==> config.mk <==
export PLATFORM = sky130hd
export DESIGN_NAME = dso_status_out
export DESIGN_NICKNAME = d
export VERILOG_FILES = /design/src/logic/dso_pkg.sv /design/src/logic/dso_status_out.sv
export SDC_FILE = /design/constraint.sdc
export NUM_CORES = 1
export LEC_CHECK = 0
export BUFFER_PORTS_ARGS = -buffer_cell sky130_fd_sc_hd__buf_2
export CORE_ASPECT_RATIO = 0.8
export CORE_MARGIN = 1
export CORE_UTILIZATION = 55
export CTS_BUF_LIST = sky130_fd_sc_hd__clkbuf_4
export CTS_CLUSTER_DIAMETER = 80
export DETAILED_ROUTE_END_ITERATION = 16
export GPL_TIMING_DRIVEN = 1
export HOLD_SLACK_MARGIN = 0.12
export PLACE_DENSITY = 0.74
export SYNTH_ARGS = -nofsm -noshare
export SYNTH_HDL_FRONTEND = slang
export SYNTH_SLANG_ARGS = --single-unit
==> constraint.sdc <==
create_clock -name core_clk_in -period 11.45 [get_ports core_clk_in]
set_input_delay 1.7175 -clock core_clk_in [delete_from_list [all_inputs] [get_ports core_clk_in]]
set_output_delay 1.7175 -clock core_clk_in [all_outputs]
set_load 0.02 [all_outputs]
==> src/logic/dso_pkg.sv <==
/*
 * Constants, register map and carrier types of the drive status-output block.
 * Assumes 50 MHz core clock; frequencies in 0.1 Hz, current and PID in 0.1 %.
 */
package dso_pkg;
	localparam int unsigned CLK_HZ = 50_000_000;
	localparam int unsigned FA_DELAY_MS = 60;
	localparam int unsigned FA_DELAY_CYC = FA_DELAY_MS * (CLK_HZ / 1000);
	localparam int unsigned DLY_TICK_MS = 100;
	localparam int unsigned DLY_TICK_CYC = DLY_TICK_MS * (CLK_HZ / 1000);
	localparam logic [15:0] ARR_LEAD = 16'h000F; // 1.5 Hz in 0.1 Hz
	localparam logic [15:0] ARR_LAG = 16'h0005; // 0.5 Hz in 0.1 Hz
	localparam logic [9:0] DLY_MAX = 10'h3E8; // 100.0 s in 0.1 s
	localparam logic [15:0] OL_LVL_RST = 16'h03E8; // 100.0 %
	localparam logic [15:0] DEV_LVL_RST = 16'h001E; // 3.0 %
	localparam logic [15:0] TARGET_RST = 16'h0000;
	localparam logic [15:0] ACC_TH_RST = 16'h0000;
	localparam logic [15:0] DEC_TH_RST = 16'h0000;
	localparam logic [7:0] REG_TARGET = 8'h00;
	localparam logic [7:0] REG_ACC_TH = 8'h04;
	localparam logic [7:0] REG_DEC_TH = 8'h08;
	localparam logic [7:0] REG_OL_LVL = 8'h0C;
	localparam logic [7:0] REG_DEV_LVL = 8'h10;
	localparam logic [7:0] REG_SEL = 8'h14;
	localparam logic [7:0] REG_DLY0 = 8'h18;
	localparam logic [7:0] REG_DLY1 = 8'h1C;
	localparam logic [7:0] REG_STAT = 8'h20;
	localparam logic [7:0] REG_IRQ_ST = 8'h24;
	localparam logic [7:0] REG_IRQ_MASK = 8'h28;
	localparam int SEL1_POS = 4;
	localparam int DLY_OFF_POS = 16;
	localparam int STAT_TERM_POS = 4;
	typedef enum logic [2:0] {
		OPT_NONE = 3'b000,
		OPT_FA1 = 3'b001,
		OPT_FA2 = 3'b010,
		OPT_OL = 3'b011,
		OPT_OD = 3'b100
	} dso_opt_e;
	typedef struct packed {
		logic [15:0] out_freq; // 0.1 Hz
		logic motor_on;
		logic accel;
		logic decel;
		logic regen;
		logic [15:0] current; // 0.1 % of rated
		logic [15:0] setpoint; // 0.1 %
		logic [15:0] feedback; // 0.1 %
	} dso_meas_s;
	typedef struct packed {
		logic psel;
		logic penable;
		logic pwrite;
		logic [7:0] paddr;
		logic [31:0] pwdata;
	} dso_apb_req_s;
endpackage

==> src/logic/dso_status_out.sv <==
/*
 * Status-output block: arrival, overload and PID deviation detectors,
 * two assignable active-low terminals with on/off delays, APB registers.
 * Measurement inputs come from logic on core_clk_in; APB on the same clock.
 */
// Decided for this implementation: the register addresses and the APB register port.
`timescale 1ns/1ps
module dso_status_out import dso_pkg::*; #(
	parameter int unsigned FA_DLY = FA_DELAY_CYC,
	parameter int unsigned TICK_CYC = DLY_TICK_CYC
) (
	input wire logic core_clk_in, // 50 MHz
	input wire logic sys_rst_in, // sync, active high
	input wire dso_meas_s meas_in, // live drive quantities
	input wire dso_apb_req_s apb_in, // apb request
	output logic pready_out, // apb ready
	output logic [31:0] prdata_out, // apb read data
	output logic pslverr_out, // apb error
	output logic [1:0] status_n_out, // terminals, low pulls
	output logic irq_out // level interrupt
);
	typedef struct packed {
		logic [15:0] target;
		logic [15:0] acc_th;
		logic [15:0] dec_th;
		logic [15:0] ol_lvl;
		logic [15:0] dev_lvl;
		logic [1:0][2:0] sel;
		logic [1:0][9:0] on_dly;
		logic [1:0][9:0] off_dly;
		logic [1:0] fa_raw;
		logic [1:0][21:0] fa_cnt;
		logic [1:0] fa_q;
		logic ol;
		logic od;
		logic [22:0] tick_cnt;
		logic tick;
		logic [1:0][9:0] t_cnt;
		logic [1:0] term;
		logic [3:0] irq_st;
		logic [3:0] irq_mask;
		logic [31:0] prdata;
		logic pslverr;
	} dso_state_s;

	localparam dso_state_s RST_STATE = '{
		target: TARGET_RST, acc_th: ACC_TH_RST, dec_th: DEC_TH_RST,
		ol_lvl: OL_LVL_RST, dev_lvl: DEV_LVL_RST, default: '0};

	dso_state_s r;
	dso_state_s next_r;
	logic [15:0] fa1_dist;
	logic [15:0] pid_err;
	logic [1:0] fn_val;
	logic wr_acc;
	logic rd_setup;
	logic [3:0] irq_set;

	function automatic logic [15:0] abs_diff(input logic [15:0] a, input logic [15:0] b);
		abs_diff = (a >= b) ? (a - b) : (b - a);
	endfunction

	// distances and per-terminal function select
	always_comb begin
		fa1_dist = abs_diff(meas_in.out_freq, r.target);
		pid_err = abs_diff(meas_in.setpoint, meas_in.feedback);
		for (int i = 0; i < 2; i++) begin
			case (r.sel[i])
				OPT_FA1: fn_val[i] = r.fa_q[0];
				OPT_FA2: fn_val[i] = r.fa_q[1];
				OPT_OL: fn_val[i] = r.ol;
				OPT_OD: fn_val[i] = r.od;
				default: fn_val[i] = 1'b0;
			endcase
		end
		wr_acc = apb_in.psel && apb_in.penable && apb_in.pwrite;
		rd_setup = apb_in.psel && !apb_in.penable;
	end

	// next state of the whole block
	always_comb begin
		next_r = r;
		irq_set = '0;
		// constant-speed arrival with band hysteresis
		if (!meas_in.motor_on || meas_in.accel || meas_in.decel) begin
			next_r.fa_raw[0] = 1'b0;
		end else if (fa1_dist <= ARR_LEAD) begin
			next_r.fa_raw[0] = 1'b1;
		end else if (fa1_dist > ARR_LEAD + ARR_LAG) begin
			next_r.fa_raw[0] = 1'b0;
		end
		// over-frequency arrival, otherwise holds
		if (!meas_in.motor_on) begin
			next_r.fa_raw[1] = 1'b0;
		end else if (!meas_in.decel && (17'(meas_in.out_freq) + 17'(ARR_LEAD) >= 17'(r.acc_th))) begin
			next_r.fa_raw[1] = 1'b1;
		end else if (!meas_in.accel && (17'(meas_in.out_freq) + 17'(ARR_LAG) < 17'(r.dec_th))) begin
			next_r.fa_raw[1] = 1'b0;
		end
		// 60 ms settle before an arrival output follows
		for (int i = 0; i < 2; i++) begin
			if (r.fa_raw[i] == r.fa_q[i]) begin
				next_r.fa_cnt[i] = '0;
			end else if (r.fa_cnt[i] >= 22'(FA_DLY - 1)) begin
				next_r.fa_cnt[i] = '0;
				next_r.fa_q[i] = r.fa_raw[i];
			end else begin
				next_r.fa_cnt[i] = r.fa_cnt[i] + 22'h000001;
			end
		end
		// overload, active in drive and regeneration
		if (!(meas_in.motor_on || meas_in.regen)) begin
			next_r.ol = 1'b0;
		end else if (meas_in.current > r.ol_lvl) begin
			next_r.ol = 1'b1;
		end else if (meas_in.current < r.ol_lvl) begin
			next_r.ol = 1'b0;
		end
		next_r.od = pid_err > r.dev_lvl;
		// 0.1 s time base for terminal delays
		next_r.tick = 1'b0;
		if (r.tick_cnt >= 23'(TICK_CYC - 1)) begin
			next_r.tick_cnt = '0;
			next_r.tick = 1'b1;
		end else begin
			next_r.tick_cnt = r.tick_cnt + 23'h000001;
		end
		// terminal on/off delay; pulses shorter than the delay vanish
		for (int i = 0; i < 2; i++) begin
			if (fn_val[i] == r.term[i]) begin
				next_r.t_cnt[i] = '0;
			end else if (r.t_cnt[i] >= (fn_val[i] ? r.on_dly[i] : r.off_dly[i])) begin
				next_r.t_cnt[i] = '0;
				next_r.term[i] = fn_val[i];
				irq_set[2 * i + (fn_val[i] ? 0 : 1)] = 1'b1;
			end else if (r.tick) begin
				next_r.t_cnt[i] = r.t_cnt[i] + 10'h001;
			end
		end
		// register writes, address decode
		if (wr_acc) begin
			if (apb_in.paddr == REG_TARGET) begin
				next_r.target = apb_in.pwdata[15:0];
			end else if (apb_in.paddr == REG_ACC_TH) begin
				next_r.acc_th = apb_in.pwdata[15:0];
			end else if (apb_in.paddr == REG_DEC_TH) begin
				next_r.dec_th = apb_in.pwdata[15:0];
			end else if (apb_in.paddr == REG_OL_LVL) begin
				next_r.ol_lvl = apb_in.pwdata[15:0];
			end else if (apb_in.paddr == REG_DEV_LVL) begin
				next_r.dev_lvl = apb_in.pwdata[15:0];
			end else if (apb_in.paddr == REG_SEL) begin
				next_r.sel[0] = apb_in.pwdata[2:0];
				next_r.sel[1] = apb_in.pwdata[SEL1_POS +: 3];
			end else if (apb_in.paddr == REG_DLY0 || apb_in.paddr == REG_DLY1) begin
				next_r.on_dly[apb_in.paddr[2]] = (apb_in.pwdata[9:0] > DLY_MAX) ?
					DLY_MAX : apb_in.pwdata[9:0];
				next_r.off_dly[apb_in.paddr[2]] = (apb_in.pwdata[DLY_OFF_POS +: 10] > DLY_MAX) ?
					DLY_MAX : apb_in.pwdata[DLY_OFF_POS +: 10];
			end else if (apb_in.paddr == REG_IRQ_ST) begin
				next_r.irq_st = r.irq_st & ~apb_in.pwdata[3:0];
			end else if (apb_in.paddr == REG_IRQ_MASK) begin
				next_r.irq_mask = apb_in.pwdata[3:0];
			end
		end
		// set wins over a same-cycle clear
		next_r.irq_st = next_r.irq_st | irq_set;
		// read data and error captured in the setup cycle
		if (rd_setup) begin
			next_r.pslverr = 1'b0;
			next_r.prdata = '0;
			if (apb_in.paddr == REG_TARGET) begin
				next_r.prdata[15:0] = r.target;
			end else if (apb_in.paddr == REG_ACC_TH) begin
				next_r.prdata[15:0] = r.acc_th;
			end else if (apb_in.paddr == REG_DEC_TH) begin
				next_r.prdata[15:0] = r.dec_th;
			end else if (apb_in.paddr == REG_OL_LVL) begin
				next_r.prdata[15:0] = r.ol_lvl;
			end else if (apb_in.paddr == REG_DEV_LVL) begin
				next_r.prdata[15:0] = r.dev_lvl;
			end else if (apb_in.paddr == REG_SEL) begin
				next_r.prdata[2:0] = r.sel[0];
				next_r.prdata[SEL1_POS +: 3] = r.sel[1];
			end else if (apb_in.paddr == REG_DLY0 || apb_in.paddr == REG_DLY1) begin
				next_r.prdata[9:0] = r.on_dly[apb_in.paddr[2]];
				next_r.prdata[DLY_OFF_POS +: 10] = r.off_dly[apb_in.paddr[2]];
			end else if (apb_in.paddr == REG_STAT) begin
				next_r.prdata[3:0] = {r.od, r.ol, r.fa_q};
				next_r.prdata[STAT_TERM_POS +: 2] = r.term;
			end else if (apb_in.paddr == REG_IRQ_ST) begin
				next_r.prdata[3:0] = r.irq_st;
			end else if (apb_in.paddr == REG_IRQ_MASK) begin
				next_r.prdata[3:0] = r.irq_mask;
			end else begin
				next_r.pslverr = 1'b1;
			end
		end
	end

	// state register
	always_ff @(posedge core_clk_in) begin
		if (sys_rst_in) begin
			r <= RST_STATE;
		end else begin
			r <= next_r;
		end
	end

	// outputs
	always_comb begin
		pready_out = apb_in.psel && apb_in.penable;
		prdata_out = r.prdata;
		pslverr_out = r.pslverr;
		status_n_out = ~r.term;
		irq_out = |(r.irq_st & r.irq_mask);
	end

	// arrival off while stopped or on a ramp
	AST_FA1_OFF_RAMP: assert property (@(posedge core_clk_in) disable iff (sys_rst_in)
		(meas_in.accel || meas_in.decel || !meas_in.motor_on) |=> !r.fa_raw[0])
		else $error("constant-speed arrival stayed on while ramping or stopped");

	// arrival on inside the lead band
	AST_FA1_ON_BAND: assert property (@(posedge core_clk_in) disable iff (sys_rst_in)
		(meas_in.motor_on && !meas_in.accel && !meas_in.decel && fa1_dist <= ARR_LEAD)
		|=> r.fa_raw[0])
		else $error("constant-speed arrival not on within the lead band");

	// arrival holds inside the hysteresis band
	AST_FA1_HOLD: assert property (@(posedge core_clk_in) disable iff (sys_rst_in)
		(meas_in.motor_on && !meas_in.accel && !meas_in.decel && fa1_dist > ARR_LEAD
		&& fa1_dist <= ARR_LEAD + ARR_LAG) |=> (r.fa_raw[0] == $past(r.fa_raw[0])))
		else $error("arrival toggled inside the hysteresis band");

	// arrival off once the lag band is left
	AST_FA1_OFF_FAR: assert property (@(posedge core_clk_in) disable iff (sys_rst_in)
		(meas_in.motor_on && !meas_in.accel && !meas_in.decel
		&& fa1_dist > ARR_LEAD + ARR_LAG) |=> !r.fa_raw[0])
		else $error("constant-speed arrival stayed on past the lag band");

	// over-frequency on from the accel threshold, acceleration included, not while decelerating
	AST_FA2_ON: assert property (@(posedge core_clk_in) disable iff (sys_rst_in)
		(meas_in.motor_on && !meas_in.decel
		&& 17'(meas_in.out_freq) + 17'(ARR_LEAD) >= 17'(r.acc_th)) |=> r.fa_raw[1])
		else $error("over-frequency not on above accel threshold");

	// over-frequency off below the decel threshold
	AST_FA2_OFF: assert property (@(posedge core_clk_in) disable iff (sys_rst_in)
		(meas_in.motor_on && !meas_in.accel && !meas_in.decel
		&& 17'(meas_in.out_freq) + 17'(ARR_LEAD) < 17'(r.acc_th)
		&& 17'(meas_in.out_freq) + 17'(ARR_LAG) < 17'(r.dec_th)) |=> !r.fa_raw[1])
		else $error("over-frequency not off below decel threshold");

	// over-frequency off whenever the motor output is off
	AST_FA2_STOP: assert property (@(posedge core_clk_in) disable iff (sys_rst_in)
		!meas_in.motor_on |=> !r.fa_raw[1])
		else $error("over-frequency stayed on with the motor output off");

	// decelerating above the off point keeps the flag as it was
	AST_FA2_HOLD: assert property (@(posedge core_clk_in) disable iff (sys_rst_in)
		(meas_in.motor_on && meas_in.decel
		&& 17'(meas_in.out_freq) + 17'(ARR_LAG) >= 17'(r.dec_th))
		|=> (r.fa_raw[1] == $past(r.fa_raw[1])))
		else $error("over-frequency toggled above the decel off point");

	// arrival flag follows its raw state only after the settle count
	AST_FA_SETTLE: assert property (@(posedge core_clk_in) disable iff (sys_rst_in)
		(r.fa_q[0] != $past(r.fa_q[0])) |-> ($past(r.fa_cnt[0]) == 22'(FA_DLY - 1)))
		else $error("arrival output changed before the settle time");

	// same settle rule for the over-frequency flag
	AST_FA2_SETTLE: assert property (@(posedge core_clk_in) disable iff (sys_rst_in)
		(r.fa_q[1] != $past(r.fa_q[1])) |-> ($past(r.fa_cnt[1]) == 22'(FA_DLY - 1)))
		else $error("over-frequency output changed before the settle time");

	// settle counters never pass their end point
	AST_FA_CNT_BOUND: assert property (@(posedge core_clk_in) disable iff (sys_rst_in)
		(r.fa_cnt[0] < 22'(FA_DLY)) && (r.fa_cnt[1] < 22'(FA_DLY)))
		else $error("arrival settle counter ran past its end");

	// overload seen during regeneration
	AST_OL_ON: assert property (@(posedge core_clk_in) disable iff (sys_rst_in)
		(meas_in.regen && meas_in.current > r.ol_lvl) |=> r.ol)
		else $error("overload missed during regeneration");

	// overload seen while driving
	AST_OL_DRIVE: assert property (@(posedge core_clk_in) disable iff (sys_rst_in)
		(meas_in.motor_on && meas_in.current > r.ol_lvl) |=> r.ol)
		else $error("overload missed while driving");

	// overload off below the level
	AST_OL_OFF: assert property (@(posedge core_clk_in) disable iff (sys_rst_in)
		(meas_in.current < r.ol_lvl) |=> !r.ol)
		else $error("overload on below level");

	// no overload without drive or regeneration
	AST_OL_IDLE: assert property (@(posedge core_clk_in) disable iff (sys_rst_in)
		(!meas_in.motor_on && !meas_in.regen) |=> !r.ol)
		else $error("overload on with neither drive nor regeneration");

	// exactly at the level the warning keeps its state
	AST_OL_HOLD: assert property (@(posedge core_clk_in) disable iff (sys_rst_in)
		((meas_in.motor_on || meas_in.regen) && meas_in.current == r.ol_lvl)
		|=> (r.ol == $past(r.ol)))
		else $error("overload toggled at the exact level");

	// deviation on above its level
	AST_OD: assert property (@(posedge core_clk_in) disable iff (sys_rst_in)
		(abs_diff(meas_in.setpoint, meas_in.feedback) > r.dev_lvl) |=> r.od)
		else $error("deviation not flagged");

	// deviation off at or below its level
	AST_OD_OFF: assert property (@(posedge core_clk_in) disable iff (sys_rst_in)
		(abs_diff(meas_in.setpoint, meas_in.feedback) <= r.dev_lvl) |=> !r.od)
		else $error("deviation flagged at or below level");

	// levels carry their defaults out of reset
	AST_RST_LVL: assert property (@(posedge core_clk_in)
		$fell(sys_rst_in) |-> (r.ol_lvl == OL_LVL_RST && r.dev_lvl == DEV_LVL_RST))
		else $error("levels wrong after reset");

	// first terminal follows its function at once with zero delays
	AST_TERM_NODLY: assert property (@(posedge core_clk_in) disable iff (sys_rst_in)
		(r.on_dly[0] == 10'h000 && r.off_dly[0] == 10'h000 && fn_val[0] != r.term[0])
		|=> (status_n_out[0] == !$past(fn_val[0])))
		else $error("terminal did not follow function with zero delay");

	// second terminal works on its own in the same way
	AST_TERM1_NODLY: assert property (@(posedge core_clk_in) disable iff (sys_rst_in)
		(r.on_dly[1] == 10'h000 && r.off_dly[1] == 10'h000 && fn_val[1] != r.term[1])
		|=> (status_n_out[1] == !$past(fn_val[1])))
		else $error("second terminal did not follow its function with zero delay");

	// terminal only moves when its function differs
	AST_TERM_STABLE: assert property (@(posedge core_clk_in) disable iff (sys_rst_in)
		(fn_val[0] == r.term[0]) |=> $stable(r.term[0]))
		else $error("terminal moved without a function change");

	// terminal waits out its delay count
	AST_TERM_DLY_HOLD: assert property (@(posedge core_clk_in) disable iff (sys_rst_in)
		(fn_val[0] != r.term[0] && r.t_cnt[0] < (fn_val[0] ? r.on_dly[0] : r.off_dly[0]))
		|=> $stable(r.term[0]))
		else $error("terminal changed before its delay ran out");

	// delay settings never exceed the limit
	AST_DLY_CLAMP: assert property (@(posedge core_clk_in) disable iff (sys_rst_in)
		(r.on_dly[0] <= DLY_MAX && r.off_dly[0] <= DLY_MAX
		&& r.on_dly[1] <= DLY_MAX && r.off_dly[1] <= DLY_MAX))
		else $error("terminal delay setting above its limit");

	// time base ticks are single pulses
	AST_TICK_GAP: assert property (@(posedge core_clk_in) disable iff (sys_rst_in)
		r.tick |=> !r.tick)
		else $error("delay time base ticked twice in a row");

	// unassigned or unknown codes leave the terminal off
	AST_SEL_NONE: assert property (@(posedge core_clk_in) disable iff (sys_rst_in)
		(r.sel[0] == OPT_NONE || r.sel[0] > OPT_OD) |-> !fn_val[0])
		else $error("unassigned terminal carried a function");

	// both arrival functions on two terminals
	COV_BOTH_ARRIVAL: cover property (@(posedge core_clk_in)
		r.sel[0] == OPT_FA1 && r.sel[1] == OPT_FA2 && r.term == 2'b11);

	// overload carried to a terminal
	COV_OL_TERM: cover property (@(posedge core_clk_in) r.sel[0] == OPT_OL && r.term[0]);

	// deviation raising the interrupt
	COV_OD_IRQ: cover property (@(posedge core_clk_in) r.sel[1] == OPT_OD && irq_out);

	// terminal held on by its off delay
	COV_OFF_DELAY: cover property (@(posedge core_clk_in) r.off_dly[0] != 10'h000 && r.term[0] && !fn_val[0]);

	// overload while only regenerating
	COV_REGEN_OL: cover property (@(posedge core_clk_in) meas_in.regen && !meas_in.motor_on && r.ol);
endmodule

-- After elaboration in Yosys (flattened, before gate mapping)
Cells that the tools add are included.
- output and inout bits: 37
- memories kept: 0
- bits in writable memories: 0
- bits in registers: 257
- logic and storage cells: 223
- bits of input ports: 113
- bits in read-only memories: 0
- latch bits: 0
- shift operators: 0
- order comparisons: 22
- $add $sub $neg: 12
- eq/ne operators: 22
- reductions and logical operators: 41
- multipliers: 0
- bitwise logic cells: 20
- multiplexer cells: 77
- div/mod/pow operators: 0
- operators by type and width (kind ; number):
    10-bit two-way mux ; 17
    16-bit two-way mux ; 6
    8-bit two-way mux ; 8
    16-bit subtractor ; 4
    22-bit by 1-bit adder with 22-bit output, second input constant ; 2
    22-bit greater-or-equal comparator, second input constant ; 2
    4-bit two-way mux ; 11
    20-bit bitwise mux ; 2
    8-bit by 5-bit equality test with 1-bit output, second input constant ; 4
    16-bit greater-or-equal comparator ; 2
    16-bit greater-than comparator ; 2
    8-bit by 6-bit equality test with 1-bit output, second input constant ; 3
    23-bit by 1-bit adder with 23-bit output, second input constant ; 1
    23-bit greater-or-equal comparator, second input constant ; 1
    1-bit two-way mux ; 22
    10-bit by 1-bit adder with 10-bit output, second input constant ; 2
    10-bit greater-or-equal comparator ; 2
    10-bit greater-than comparator, second input constant ; 2
    16-bit by 3-bit adder with 17-bit output, second input constant ; 1
    16-bit by 4-bit adder with 17-bit output, second input constant ; 1
    17-bit by 16-bit greater-or-equal comparator with 1-bit output ; 1
    17-bit by 16-bit less-than comparator with 1-bit output ; 1
    8-bit by 4-bit equality test with 1-bit output, second input constant ; 2
    16-bit by 5-bit greater-than comparator with 1-bit output, second input constant ; 1
    other kinds (40) ; 94

-- Longest topological paths before layout
- depth after elaboration: 13
- mapped depth: 21
- depth with buffers taken out: 20

-- Worst setup path after synthesis
Ideal clock, no wire load.
- path type: in2reg
- start point: input port meas_in[16] in the netlist's numbering
- end point: register r[87] in the netlist's numbering
- slack: 6000 ps
- data required time: 11315 ps
- buffers on the path: 1
- library setup time: 135 ps
- arrival: 5315 ps
- stages on the path: 21
- cells stage by stage: inv_1 ha_1 inv_1 fa_1 a21o_1 a21oi_1 a211o_1 a31oi_1 o21ai_2 buf_2 mux2_2 ha_1 nor2b_1 o21a_1 o21a_1 o21a_1 o21a_1 o21ai_0 nand2b_1 a211oi_1 nor4_1
- word-level cells in the longest chain between the ends: 3
- elaborated cells between the ends (all ways): 5
- classes of those cells: add/sub: 2; order compare: 2; mux: 1
- RTL lines (item ; line ; source):
    start, declared ; dso_status_out.sv:14 ; input wire dso_meas_s meas_in,
    16-bit subtractor / 16-bit greater-or-equal comparator (equally long branches) ; dso_status_out.sv:60 ; abs_diff = (a >= b) ? (a - b) : (b - a);
    16-bit two-way mux (*) ; dso_status_out.sv:60 ;
    16-bit greater-than comparator (*) ; dso_status_out.sv:119 ; next_r.od = pid_err > r.dev_lvl;
    end signal, assigned ; dso_status_out.sv:206 ; r <= next_r;
    end, declared ; dso_status_out.sv:50 ; dso_state_s r;
Mark *: on every way between the ends. The rest lies on a longest branch, timed or not.
A chain may end at the register's enable or synchronous reset.

-- Final worst setup path
Same ends and word-level chain as after synthesis.

==> qor.txt <==
Flop pwr share - 0.438
Pre-Repair DR Iteration Count - 6
logic gate share of total power - 0.148
dpl ws - 5.34 ns
area grow syn2layout - 8.48%
setup TNS - 0 ns
Die X - 200 µm
internal power - 1.49 mW
Clock Latency Late Sink - 0.70 ns
hold_sp - r[64]$_SDFF_PP0_
ys flop type - dfxtp_1
reg-to-reg startpoint - r[90]$_SDFFE_PP0P_
min-delay worst type - flop to flop
Post-Syn Instances - 2,184
r2r worst-path depth - 15
Crit Path Max Fanout - 15
Mapped Avg Cell Area - 7.86 µm²
#FFs+latches synth - 257
Worst-path clk slew - 0.07 ns
Multi-input gate area - 10,700 µm²
Initial DRC Count - 1,359
crit path capture type - flop
final worst slack - 5.96 ns
Sequential cell area - 5140 µm²
CP Launch Type - input port
Sw Ratio - 0.279
Clock power frac - 0.414
final max-slew violation count - 0
Final GP Congestion - 0.933
H-tree Lvls - 3
GR Util All Layers - 0.295
cell mode on critical path - o21a_1
Critical-path top delay cell - o21ai_2
CTS Root Cell - clkbuf_4
antenna violations before repair - 6
global route overflow - 0
row count - 57
post_cts resized - 0
critical path cell sequence - buf_2 > inv_1 > ha_1 > inv_1 > fa_1 > a21o_1 > a21oi_1 > a211o_1 > a31oi_1 > o21ai_2 > mux2_2 > ha_1 > nor2b_1 > o21a_1 > o21a_1 > o21a_1 > o21a_1 > o21ai_0 > nand2b_1 > a211oi_1 > nor4_1
setup violators final - 0
RSZ-0062 raised after global routing - false
NetSw - 0.576 mW
core box area - 30,500 µm²
setup repair bufs after CTS - 0
starting density of the core - 0.562
leakage power - 7.62 nW
Layout Nets - 2,538
Yosys warnings - 0
Routed WL - 47.4 mm
Slew @ Worst Pin - 1.19 ns
worst hold slack - 0.446 ns
DIE AREA - 31,900 µm²
wire per inst - 17.4 µm
kind of critical path - input port to flop
# DRC - 0
mapped cell area - 17,200 µm²
PwrDens - 111 nW/µm²
outcome - finished, final reports clean
CP peak stage delay - 0.70 ns
f_max - 182 MHz
Peak VDD IR - 0.0724 mV
cts hold-fix bufs - 0
fraction of layout instances using a drive strength above 1 - 0.138
CTS max path bufs - 3
Max-Cap Viols - 0
hold path endpoint - r[64]$_SDFF_PP0_
Clock Sinks - 257
vias in the first global route - 15,001
io pins - 150
Fill cells - 2,843
CTS tree - built
Total Power - 2.07 mW
Port Buffers - 137
Critical Path AT - 6.03 ns
vias per cell - 5.84
first-pass GRT wire length - 75.8 mm
post-DP HPWL - 35.8 mm
Final Hold Vio Count - 0
fin crit share - 0.480
via count - 15,949
Worst Path Required - 11.99 ns
reg-to-reg setup timing slack - 7.23 ns
largest net degree at the start of global routing - 67
Clock Skew - 0.0189 ns
relative slew slack - 0.203
Routed Antenna Nets - 0
Post-synth EDFFs - 0
minimum clock period - 5.49 ns
Min-Delay Path Depth - 1
height of the chip - 160 µm
CTS Buf Count - 70
Post-synth ARST share - 0
Worst R2R End - r[46]$_SDFFE_PP0P_
sequential fraction of the synthesis area - 0.300
post-synthesis cell type count - 84
[Yosys cell counts (8+ instances only)]
| cell type | instances | area [µm²] |
|---|---|---|
| nor2_1 | 210 | 788 |
| nand4_1 | 36 | 225 |
| mux2i_1 | 68 | 681 |
| xnor2_1 | 79 | 692 |
| buf_4 | 39 | 293 |
| clkbuf_1 | 61 | 229 |
| a221oi_1 | 14 | 123 |
| inv_1 | 156 | 586 |
| buf_2 | 29 | 145 |
| a221o_1 | 9 | 90.1 |
| nor2_2 | 20 | 125 |
| a211oi_1 | 15 | 113 |
| nand2_1 | 300 | 1130 |
| and3_1 | 24 | 150 |
| nor3_1 | 43 | 215 |
| o21bai_1 | 8 | 60.1 |
| o211ai_1 | 16 | 120 |
| and4_1 | 9 | 78.8 |
| o21a_1 | 21 | 158 |
| nor2b_1 | 20 | 125 |
| and2_1 | 11 | 68.8 |
| o21ai_0 | 58 | 290 |
| nand2b_1 | 16 | 100 |
| a21oi_1 | 210 | 1050 |
| xor2_1 | 59 | 517 |
| nand3_1 | 50 | 250 |
| dfxtp_1 | 257 | 5140 |
| a21o_1 | 46 | 345 |
| ha_1 | 152 | 1900 |
[flip-flops by register name, indices dropped and copies added, names as in the netlist]
| register | count |
|---|---|
| r | 230 |
| prdata_out | 26 |
| pslverr_out | 1 |
[layer usage]
layer	vias up	GRT usage	routed length (µm)
li1	7681	-	-
met2	617	0.440	20500
met1	7564	0.425	21700
met3	83	0.0587	4240
met4	4	0.0906	928
met5	-	0	22
[logic make-up after synthesis]
logic type | share of synthesized area
xor+xnor | 0.0704
other cells | 0.000218
fa+ha+maj | 0.115
buf+inv | 0.0780
compound gates | 0.185
simple gates | 0.206
mux | 0.0449
flops | 0.300
[layout by cell type, fill, tap and decap left out, drive strengths merged, types with 11 or more instances in the layout]
master and n:
nor3 45, ha 152, and3 24, nand4 36, and2 11, nor2b 20, mux2i 68, o211ai 16
nand3 50, dfxtp 257, clkbuf 108, nand2 300, xor2 59, o21ai 61, a211oi 17, nand2b 16
a21oi 210, a221oi 17, xnor2 79, inv 156, o21a 21, nor2 233, buf 147, a21o 48
[area by class of cell]
cell class,count,share of cell area
Timing Repair Buffer,147,0.0410
Antenna cell,3,0.000403
Sequential cell,257,0.276
Inverter,157,0.0316
Tap cell,413,0.0277
Clock buffer,108,0.0435
Multi-Input combinational cell,1636,0.575
Clock inverter,9,0.00470
[worst max-delay path: cells and delay by family]
| kind | cells | cell delay, ns |
|---|---|---|
| AOI/OAI and AO/OA | 11 | 2.54 |
| adders and majority gates | 3 | 0.82 |
| muxes | 1 | 0.43 |
| and+or+nand+nor | 3 | 0.31 |
| buffers and inverters | 3 | 0.22 |
[power groups by stage]
stage | clock network [mW] | registers, mW | logic [mW]
after floorplan | 0 | 0.922 | 0.217
after global placement | 0 | 0.925 | 0.290
after detailed placement | 0 | 0.925 | 0.299
after CTS | 0.873 | 0.905 | 0.302
after global routing | 0.919 | 0.905 | 0.336
final | 0.855 | 0.905 | 0.305
[worst max path at each step]
stage	slack [ns]	endpoint	startpoint	cells past startpoint
2_1_floorplan	6.00	r[87]$_SDFF_PP0_	meas_in[16]	21
3_3_place_gp	5.39	r[87]$_SDFF_PP0_	meas_in[16]	21
3_5_place_dp	5.34	r[87]$_SDFF_PP0_	meas_in[16]	21
4_1_cts	6.04	r[87]$_SDFF_PP0_	meas_in[16]	21
5_1_grt	5.71	r[87]$_SDFF_PP0_	meas_in[16]	21
6_report	5.96	r[87]$_SDFF_PP0_	meas_in[16]	21
[metrics by stage]
step | area [µm²] | instances | util
after floorplan | 17200 | 2189 | -
after global placement | 17700 | 2610 | 0.580
after detailed placement | 17700 | 2610 | 0.580
after CTS | 18600 | 2727 | 0.610
after global routing | 18600 | 2730 | 0.610
final | 18600 | 2730 | 0.610
Note: power is estimated with default switching activity, not from simulation.
